$ cat src/efi_cfg.svh
// register indices, field positions and constants of the e1 event block
// assumes: included by its bare name from the top module only
`ifndef EFI_CFG_SVH
`define EFI_CFG_SVH

// ----------------------------------------------------------------------
// register indices (byte address is four times the index)
// ----------------------------------------------------------------------
`define EFI_IDX_MODE_A 10'h04d
`define EFI_IDX_MODE_B 10'h04e
`define EFI_IDX_SYNC_ST 10'h04f
`define EFI_IDX_EN_A 10'h050
`define EFI_IDX_EN_B 10'h051
`define EFI_IDX_FLG_A 10'h052
`define EFI_IDX_FLG_B 10'h053
`define EFI_IDX_SA_EN 10'h05c
`define EFI_IDX_SA_FLG 10'h05d
`define EFI_IDX_OH_ST 10'h05f
`define EFI_IDX_OH_EN 10'h060
`define EFI_IDX_OH_FLG 10'h061

// ----------------------------------------------------------------------
// reset values
// ----------------------------------------------------------------------
`define EFI_RST_BYTE 8'h00
`define EFI_RST_WIN 3'h7

// ----------------------------------------------------------------------
// sync group bits (status, flags a, enable a)
// ----------------------------------------------------------------------
`define EFI_A_BASIC 0
`define EFI_A_CRCMF 1
`define EFI_A_OFFL 2
`define EFI_A_IWORK 3
`define EFI_A_SIGMF 4

// ----------------------------------------------------------------------
// event group bits (flags b, enable b)
// ----------------------------------------------------------------------
`define EFI_B_CMFPAT 0
`define EFI_B_AWERR 1
`define EFI_B_CRC4 2
`define EFI_B_SMFPAT 3
`define EFI_B_AMOVE 4
`define EFI_B_CMFST 5
`define EFI_B_SUBST 6
`define EFI_B_SMFST 7

// ----------------------------------------------------------------------
// overhead group bits (status uses bits 3..5 shifted down by 3)
// ----------------------------------------------------------------------
`define EFI_O_FEBE 0
`define EFI_O_TFEBE 1
`define EFI_O_TCRC 2
`define EFI_O_ALRM 3
`define EFI_O_STDY 4
`define EFI_O_LINK 5

// ----------------------------------------------------------------------
// national bit group: bits 0..4 word change sa4..sa8, bit 5 sa6 code
// ----------------------------------------------------------------------
`define EFI_S_CODE 5

// ----------------------------------------------------------------------
// sa6 match codes
// ----------------------------------------------------------------------
`define EFI_SA6_C0 12'h888
`define EFI_SA6_C1 12'haaa
`define EFI_SA6_C2 12'hccc
`define EFI_SA6_C3 12'heee
`define EFI_SA6_C4 12'hfff

`endif

$ cat src/efi_pkg.sv
// types shared by the e1 event interrupt block
// assumes: nothing beyond the constants header
`default_nettype none

package efi_pkg;
  typedef logic [7:0] efi_byte_t;
  typedef logic [9:0] efi_idx_t;
endpackage

`default_nettype wire

$ cat src/efi_top.sv
// e1 receive event collector: status, latched flags, enables, interrupt
// assumes: framer event and status inputs are on clk_in; avalon-mm host
//
// Function
// RULE_01: link id when two of three sa7 zero
// RULE_02: link id detection halted without basic alignment
// RULE_03: status bit follows its source condition
// RULE_04: any status edge sets its flag
// RULE_05: event without status sets flag directly
// RULE_06: flags latched until host write clears them
// RULE_07: flag reaches interrupt only when enabled
// RULE_08: basic alignment loss has status, flag, enable
// RULE_09: crc multiframe loss has status, flag, enable
// RULE_10: signaling multiframe loss has status, flag, enable
// RULE_11: interworking has status, flag, enable
// RULE_12: offline search has status, flag, enable
// RULE_13: alignment move sets flag with enable
// RULE_14: alignment word errors set flag with enable
// RULE_15: multiframe pattern errors set separate flags
// RULE_16: crc4 and far block errors set flags
// RULE_17: alarm plus far error has status, flag, enable
// RULE_18: steady far error has status, flag, enable
// RULE_19: multiframe start positions set separate flags
// RULE_20: five codeword change flags, sa4 to sa8
// RULE_21: sa6 code match sets flag with enable
// RULE_22: terminal far and crc errors set flags
// RULE_23: link id has status, flag, enable
// RULE_24: interrupt low while any enabled flag set
`include "efi_cfg.svh"
`default_nettype none

module efi_top (
  // clock and reset
  input wire logic clk_in,
  input wire logic rstn_in,
  // avalon-mm slave
  input wire logic [11:0] avs_address_in,
  input wire logic avs_read_in,
  input wire logic avs_write_in,
  input wire logic [31:0] avs_writedata_in,
  input wire logic [3:0] avs_byteenable_in,
  output logic [31:0] avs_readdata_out,
  output logic avs_waitrequest_out,
  // framer status levels
  input wire logic basic_align_lost_in,
  input wire logic crc_mf_lost_in,
  input wire logic sig_mf_lost_in,
  input wire logic interwork_in,
  input wire logic offline_search_in,
  input wire logic alarm_plus_far_err_in,
  input wire logic steady_far_err_in,
  // framer event pulses
  input wire logic align_move_in,
  input wire logic align_word_err_in,
  input wire logic crc_mf_pattern_err_in,
  input wire logic sig_mf_pattern_err_in,
  input wire logic crc4_err_in,
  input wire logic far_block_err_in,
  input wire logic terminal_far_err_in,
  input wire logic terminal_crc_err_in,
  input wire logic crc_mf_start_in,
  input wire logic crc_submf_start_in,
  input wire logic sig_mf_start_in,
  // national bits: per nfas frame, and per sub multiframe codewords
  input wire logic natbit_stb_in,
  input wire logic sa6_bit_in,
  input wire logic sa7_bit_in,
  input wire logic natbit_word_stb_in,
  input wire logic [19:0] natbit_word_in,
  // framer mode and interrupt
  output logic [7:0] frame_mode_a_out,
  output logic [7:0] frame_mode_b_out,
  output logic irq_n_out
);

  // --------------------------------------------------------------------
  // bus decode
  // --------------------------------------------------------------------
  logic wait_q;
  logic [31:0] rdata_q;
  wire efi_pkg::efi_idx_t idx = avs_address_in[11:2];
  wire go = (avs_read_in | avs_write_in) & wait_q;
  wire wr = avs_write_in & ~wait_q & avs_byteenable_in[0];
  wire efi_pkg::efi_byte_t wd = avs_writedata_in[7:0];
  wire wr_mode_a = wr & (idx == `EFI_IDX_MODE_A);
  wire wr_mode_b = wr & (idx == `EFI_IDX_MODE_B);
  wire wr_en_a = wr & (idx == `EFI_IDX_EN_A);
  wire wr_en_b = wr & (idx == `EFI_IDX_EN_B);
  wire wr_flg_a = wr & (idx == `EFI_IDX_FLG_A);
  wire wr_flg_b = wr & (idx == `EFI_IDX_FLG_B);
  wire wr_sa_en = wr & (idx == `EFI_IDX_SA_EN);
  wire wr_sa_flg = wr & (idx == `EFI_IDX_SA_FLG);
  wire wr_oh_en = wr & (idx == `EFI_IDX_OH_EN);
  wire wr_oh_flg = wr & (idx == `EFI_IDX_OH_FLG);

  // --------------------------------------------------------------------
  // registers
  // --------------------------------------------------------------------
  efi_pkg::efi_byte_t mode_a_q, mode_b_q;
  efi_pkg::efi_byte_t en_a_q, en_b_q, sa_en_q, oh_en_q;
  efi_pkg::efi_byte_t flg_a_q, flg_b_q, sa_flg_q, oh_flg_q;
  efi_pkg::efi_byte_t flg_a_d, flg_b_d, sa_flg_d, oh_flg_d;
  logic [4:0] st_a_q;
  logic [2:0] st_oh_q;
  logic [2:0] win_q;
  logic [11:0] sa6_sh_q;
  logic [3:0] sa6_bits_q;
  logic [11:0] sa6_nib_q;
  logic [1:0] nib_cnt_q;
  logic [19:0] word_prev_q;
  logic word_seen_q;
  logic irq_n_q;

  // --------------------------------------------------------------------
  // status levels
  // --------------------------------------------------------------------
  wire [4:0] st_a_d = {sig_mf_lost_in, interwork_in, offline_search_in,
                       crc_mf_lost_in, basic_align_lost_in}; // RULE_03
  wire basic_lost = basic_align_lost_in;
  // window holding the last three sa7 bits
  wire [2:0] win_d = basic_lost ? `EFI_RST_WIN :
                     natbit_stb_in ? {win_q[1:0], sa7_bit_in} :
                     win_q; // RULE_02
  wire link_d = ~basic_lost &
                ((~win_d[0] & ~win_d[1]) | (~win_d[0] & ~win_d[2]) |
                 (~win_d[1] & ~win_d[2])); // RULE_01
  wire [2:0] st_oh_d = {link_d, steady_far_err_in,
                        alarm_plus_far_err_in}; // RULE_03

  // --------------------------------------------------------------------
  // status edges and direct events
  // --------------------------------------------------------------------
  wire [4:0] chg_a = st_a_q ^ st_a_d; // RULE_04
  wire [2:0] chg_oh = st_oh_q ^ st_oh_d; // RULE_04

  // sa6 match on 12 sliding bits and on three codewords
  wire [11:0] sh_d = {sa6_sh_q[10:0], sa6_bit_in};
  wire [11:0] nib_d = {sa6_nib_q[7:0], natbit_word_in[11:8]};
  function automatic logic sa6_hit(input logic [11:0] v);
    sa6_hit = (v == `EFI_SA6_C0) | (v == `EFI_SA6_C1) |
              (v == `EFI_SA6_C2) | (v == `EFI_SA6_C3) |
              (v == `EFI_SA6_C4);
  endfunction
  wire bit_hit = natbit_stb_in & ~basic_lost & (&sa6_bits_q[3:0]) &
                 sa6_hit(sh_d); // RULE_21
  wire nib_hit = natbit_word_stb_in & ~crc_mf_lost_in &
                 nib_cnt_q[1] & sa6_hit(nib_d); // RULE_21

  // codeword change per sa4..sa8
  logic [4:0] word_chg;
  always_comb begin
    word_chg = 5'h00;
    for (int i = 0; i < 5; i++) begin
      word_chg[i] = natbit_word_stb_in & word_seen_q &
                    (natbit_word_in[4*i +: 4] !=
                     word_prev_q[4*i +: 4]); // RULE_20
    end
  end

  wire [7:0] set_a = {3'h0, chg_a}; // RULE_08 RULE_09 RULE_10 RULE_11 RULE_12
  wire [7:0] set_b = {sig_mf_start_in, crc_submf_start_in,
                      crc_mf_start_in, align_move_in,
                      sig_mf_pattern_err_in, crc4_err_in,
                      align_word_err_in,
                      crc_mf_pattern_err_in}; // RULE_05 RULE_13 RULE_14 RULE_15 RULE_16 RULE_19
  wire [7:0] set_oh = {2'h0, chg_oh,
                       terminal_crc_err_in, terminal_far_err_in,
                       far_block_err_in}; // RULE_16 RULE_17 RULE_18 RULE_22 RULE_23
  wire [7:0] set_sa = {2'h0, bit_hit | nib_hit, word_chg};

  // --------------------------------------------------------------------
  // flag update: a set in the clearing cycle wins
  // --------------------------------------------------------------------
  always_comb begin
    flg_a_d = (flg_a_q & ~({8{wr_flg_a}} & wd)) | set_a; // RULE_06
    flg_b_d = (flg_b_q & ~({8{wr_flg_b}} & wd)) | set_b; // RULE_06
    oh_flg_d = (oh_flg_q & ~({8{wr_oh_flg}} & wd)) | set_oh; // RULE_06
    sa_flg_d = (sa_flg_q & ~({8{wr_sa_flg}} & wd)) | set_sa; // RULE_06
  end

  wire irq_any = |(flg_a_q & en_a_q) | |(flg_b_q & en_b_q) |
                 |(oh_flg_q & oh_en_q) | |(sa_flg_q & sa_en_q); // RULE_07

  // --------------------------------------------------------------------
  // read mux
  // --------------------------------------------------------------------
  efi_pkg::efi_byte_t rd;
  always_comb begin
    unique case (idx)
      `EFI_IDX_MODE_A: rd = mode_a_q;
      `EFI_IDX_MODE_B: rd = mode_b_q;
      `EFI_IDX_SYNC_ST: rd = {3'h0, st_a_q};
      `EFI_IDX_EN_A: rd = en_a_q;
      `EFI_IDX_EN_B: rd = en_b_q;
      `EFI_IDX_FLG_A: rd = flg_a_q;
      `EFI_IDX_FLG_B: rd = flg_b_q;
      `EFI_IDX_SA_EN: rd = sa_en_q;
      `EFI_IDX_SA_FLG: rd = sa_flg_q;
      `EFI_IDX_OH_ST: rd = {5'h00, st_oh_q};
      `EFI_IDX_OH_EN: rd = oh_en_q;
      `EFI_IDX_OH_FLG: rd = oh_flg_q;
      default: rd = `EFI_RST_BYTE;
    endcase
  end

  // --------------------------------------------------------------------
  // bus handshake: one wait cycle per access
  // --------------------------------------------------------------------
  always_ff @(posedge clk_in) begin
    if (!rstn_in) begin
      wait_q <= 1'b1;
      rdata_q <= 32'h0000_0000;
    end else begin
      wait_q <= ~go;
      if (go) begin
        rdata_q <= {24'h00_0000, rd};
      end
    end
  end

  // --------------------------------------------------------------------
  // host written registers
  // --------------------------------------------------------------------
  always_ff @(posedge clk_in) begin
    if (!rstn_in) begin
      mode_a_q <= `EFI_RST_BYTE;
      mode_b_q <= `EFI_RST_BYTE;
      en_a_q <= `EFI_RST_BYTE;
      en_b_q <= `EFI_RST_BYTE;
      sa_en_q <= `EFI_RST_BYTE;
      oh_en_q <= `EFI_RST_BYTE;
    end else begin
      if (wr_mode_a) mode_a_q <= wd;
      if (wr_mode_b) mode_b_q <= wd;
      if (wr_en_a) en_a_q <= {3'h0, wd[4:0]};
      if (wr_en_b) en_b_q <= wd;
      if (wr_sa_en) sa_en_q <= {2'h0, wd[5:0]};
      if (wr_oh_en) oh_en_q <= {2'h0, wd[5:0]};
    end
  end

  // --------------------------------------------------------------------
  // status, flags and interrupt
  // --------------------------------------------------------------------
  always_ff @(posedge clk_in) begin
    if (!rstn_in) begin
      st_a_q <= 5'h00;
      st_oh_q <= 3'h0;
      flg_a_q <= `EFI_RST_BYTE;
      flg_b_q <= `EFI_RST_BYTE;
      oh_flg_q <= `EFI_RST_BYTE;
      sa_flg_q <= `EFI_RST_BYTE;
      irq_n_q <= 1'b1;
    end else begin
      st_a_q <= st_a_d;
      st_oh_q <= st_oh_d;
      flg_a_q <= flg_a_d;
      flg_b_q <= flg_b_d;
      oh_flg_q <= oh_flg_d;
      sa_flg_q <= sa_flg_d;
      irq_n_q <= ~irq_any; // RULE_24
    end
  end

  // --------------------------------------------------------------------
  // national bit history
  // --------------------------------------------------------------------
  always_ff @(posedge clk_in) begin
    if (!rstn_in) begin
      win_q <= `EFI_RST_WIN;
      sa6_sh_q <= 12'h000;
      sa6_bits_q <= 4'h0;
      sa6_nib_q <= 12'h000;
      nib_cnt_q <= 2'h0;
      word_prev_q <= 20'h0_0000;
      word_seen_q <= 1'b0;
    end else begin
      win_q <= win_d; // RULE_02
      if (basic_lost) begin
        sa6_bits_q <= 4'h0;
      end else if (natbit_stb_in) begin
        sa6_sh_q <= sh_d;
        // counts up to four fresh bits before a match may fire
        sa6_bits_q <= {sa6_bits_q[2:0], 1'b1};
      end
      if (crc_mf_lost_in) begin
        nib_cnt_q <= 2'h0;
      end else if (natbit_word_stb_in) begin
        sa6_nib_q <= nib_d;
        if (!nib_cnt_q[1]) nib_cnt_q <= nib_cnt_q + 2'h1;
      end
      if (natbit_word_stb_in) begin
        word_prev_q <= natbit_word_in;
        word_seen_q <= 1'b1;
      end
    end
  end

  // --------------------------------------------------------------------
  // outputs
  // --------------------------------------------------------------------
  assign avs_readdata_out = rdata_q;
  assign avs_waitrequest_out = wait_q;
  assign frame_mode_a_out = mode_a_q;
  assign frame_mode_b_out = mode_b_q;
  assign irq_n_out = irq_n_q;

endmodule

`default_nettype wire

$ cat config.mk
export PLATFORM = sky130hd
export DESIGN_NAME = efi_top
export DESIGN_NICKNAME = d
export VERILOG_FILES = /design/src/efi_pkg.sv /design/src/efi_top.sv
export VERILOG_INCLUDE_DIRS = /design/src /design/src/src
export SDC_FILE = /design/constraint.sdc
export NUM_CORES = 1
export LEC_CHECK = 0
export ABC_AREA = 1
export BUFFER_PORTS_ARGS = -buffer_cell sky130_fd_sc_hd__buf_2
export CAP_MARGIN = 20
export CORE_AREA = 2 2 114 116
export DETAILED_ROUTE_END_ITERATION = 16
export DIE_AREA = 0 0 116 118
export PLACE_DENSITY = 0.88
export SLEW_MARGIN = 5
export SYNTH_ARGS = -nofsm -noshare
export SYNTH_HDL_FRONTEND = slang
export SYNTH_SLANG_ARGS = --single-unit
export TNS_END_PERCENT = 10
$ cat constraint.sdc
create_clock -name clk_in -period 2.7 [get_ports clk_in]
set_input_delay 0.54 -clock clk_in [delete_from_list [all_inputs] [get_ports clk_in]]
set_output_delay 0.54 -clock clk_in [all_outputs]
set_load 0.01 [all_outputs]
==> metrics <==
outcome complete, no violations; setup total negative slack 0 ps; global-route wire length before repair between 30000 and 40000 microns; worst hold path class input port to flip-flop; P_leak ~3.5 nW; Compound-Gate Fraction of Synth Area 17.6%; period utilization approximately 67%; Post-Synthesis Cells between 900 and 1k; clk slew on worst S/H paths about 60 ps; top cell type's share of synthesized area a little over two fifths; Worst Path Class, Setup input port to flip-flop; residual antenna-violating net count after detailed routing 0; Layout fillers approximately 1.1k; Pwr Density about 660 nW/um^2; CP max-delay cell nor2_4; clk_skew around 5.3 ps; post-synthesis simple-gate area fraction roughly 26%; Seq/Total Area, Yosys a little over two fifths; worst path arrival time around 2100 ps; mapped cell area between 6000 and 7000 sq um; GRT Total Usage 28.0%; clock root cell clkbuf_16; die area approximately 14000 sq um; Post-synth top cells 151 x nand2_1, 140 x dfxtp_1, 101 x a21oi_1; crit end category flip-flop; Syn-to-layout area delta 16.8%; cts hold-fix bufs 0; Peak Freq 555 MHz; count of port buffers added during placement 90; largest net degree at the start of global routing 57; CTS sink cnt 140; drt pass-1 iters 5; crit path time final 1800 ps; synth top area cells dfxtp_1 42%, nand2_1 8.5%, a21oi_1 7.6%, o21ai_0 7.4%, nor2_1 5.5%; FF+latch count, synth between 100 and 150; Post-CTS Resized 0; number of synthesized flops with an enable pin 0; YS warnings 0; DRT iter0 DRCs 631; Via Count ~6.6k; post-DP HPWL approximately 13000 microns; Die H ~120 microns; Max Transition Viols Final 0; vias per std cell about 5.5; RSZ-0062 raised after global routing no; clock insertion delay at the later pin of the skew report 420 ps; H-tree Lvls 4; Slew Limit Headroom between 50 and 60%; CTS tree done; critical-path cell list buf_2 -> nor2_1 -> nand2_1 -> nor2_4 -> nand3_2 -> o21ai_0 -> a21oi_1; Hold Violations, Final 0; I/O Pins approximately 140; Worst Reg-to-Reg Cells 7; startpoint types input port; Antenna Diode Count 0; Finished Core Util between 60% and 70%; Synth Area in Adders 0%; drt total wl 18700 microns; total grt overflow 0; CTS Buf Count 17; Post-Synth XOR/XNOR Area 3.41%; fraction of layout cells with a size suffix above 1 between 15 and 20%; min setup slack post-route about 900 ps; core area 12400 sq um; setup bufs post-CTS 0; cell taking the most area after synthesis dfxtp_1; wire per inst ~16 microns; Tightest Pin Transition roughly 680 ps; row count between 40 and 50; Setup Viol. Count Final 0; DR DRC count 0; die width 116 microns; WHS 320 ps; final net count around 1.1k; max_cap viols 0; Worst VDD drop about 650 uV; slowest cell delay on critical path 370 ps; top-count cell post-synth nand2_1; total power between 0.005 and 0.006 W; prevailing post-synth register cell dfxtp_1; Synth Area per Inst about 7 sq um; vias in the first global route just over 6k; largest family of logic cells by synthesized area simple AND/OR/NAND/NOR gates; Post-synth ARST share 0%; Max Fanout on Critical Path 15; count of cell types in the netlist 35; Initial Util 53.8%; Hold Path Stages 3; RePlAce Congestion ~0.99; mux cell area share after synthesis 0%; pre-CTS WS 559 ps; Worst EP required roughly 3000 ps; CTS Buffer Depth 2; initial antenna violation count 0
## through the flow
stage                     cell area (sq um)  cells
after floorplan                        6770    958
after global placement                 7160   1172
after detailed placement               7160   1172
after CTS                              7800   1203
after global routing                   7800   1203
final                                  7800   1203
## worst paths after layout
path | start | slack [ps] | end
setup / recovery | avs_address_in[4] | 900 | flg_a_q[4]$_SDFF_PN0_
hold / removal | steady_far_err_in | 320 | st_oh_q[1]$_SDFF_PN0_
setup reg to reg | avs_waitrequest_out$_SDFF_PN1_ | 1150 | sa_flg_q[5]$_SDFF_PN0_
hold reg to reg | avs_readdata_out[2]$_SDFFE_PN0P_ | 460 | avs_readdata_out[2]$_SDFFE_PN0P_
## layout make-up
cell class	count	area, sq um	area share, %
repair buffers	100	526	6.74
flip-flops and latches	140	2800	35.9
multi-input cells	657	3230	41.4
clock inverters	10	189	2.42
inverters	103	387	4.96
clock buffers	21	450	5.77
well taps	172	215	2.76
## flip-flops by register name, summed over array words and instances, names as in the netlist, 5 cells and up
register,flops
avs_readdata_out,8
en_a_q,5
en_b_q,8
flg_a_q,8
flg_b_q,8
frame_mode_a_out,8
frame_mode_b_out,8
oh_en_q,6
oh_flg_q,8
sa6_nib_q,8
sa6_sh_q,11
sa_en_q,6
sa_flg_q,8
st_a_q,5
word_prev_q,20
## power breakdown
group	internal, W	total, W	switching, W
registers	0.00214	0.00221	0.0000602
clock network	0.00166	0.00254	0.000880
logic	0.000138	0.000407	0.000269
## cell usage in the layout (no fill, tap or decap), types with 19 or more instances in the layout
cell type	Yosys	layout
a21oi_1	101	101
buf_2	8	90
conb_1	1	24
dfxtp_1	140	140
inv_1	91	91
nand2_1	151	151
nand3_1	65	65
nand4_1	30	30
nor2_1	98	98
o21ai_0	99	99
xnor2_1	19	19
## kinds of logic after synthesis
| family | count (synthesis) |
|---|---|
| simple gates | 380 |
| compound gates | 227 |
| buf+inv | 161 |
| xor+xnor | 26 |
| flops | 140 |
| other cells | 1 |
## worst max-delay path, delay by kind of cell
kind / cells / cell delay [ps]
compound gates: 2 / 360
buf+inv: 1 / 100
simple gates: 4 / 1080
## metal layers
layer / vias up / global-route usage (%) / share of wire, %
met5: - / 0 / 0
met4: 0 / 14.8 / 4.4
met3: 63 / 7.16 / 7.8
met2: 303 / 45.6 / 48
met1: 3003 / 33.5 / 40
li1: 3215 / - / -
Power figures use the tool's default switching activity.
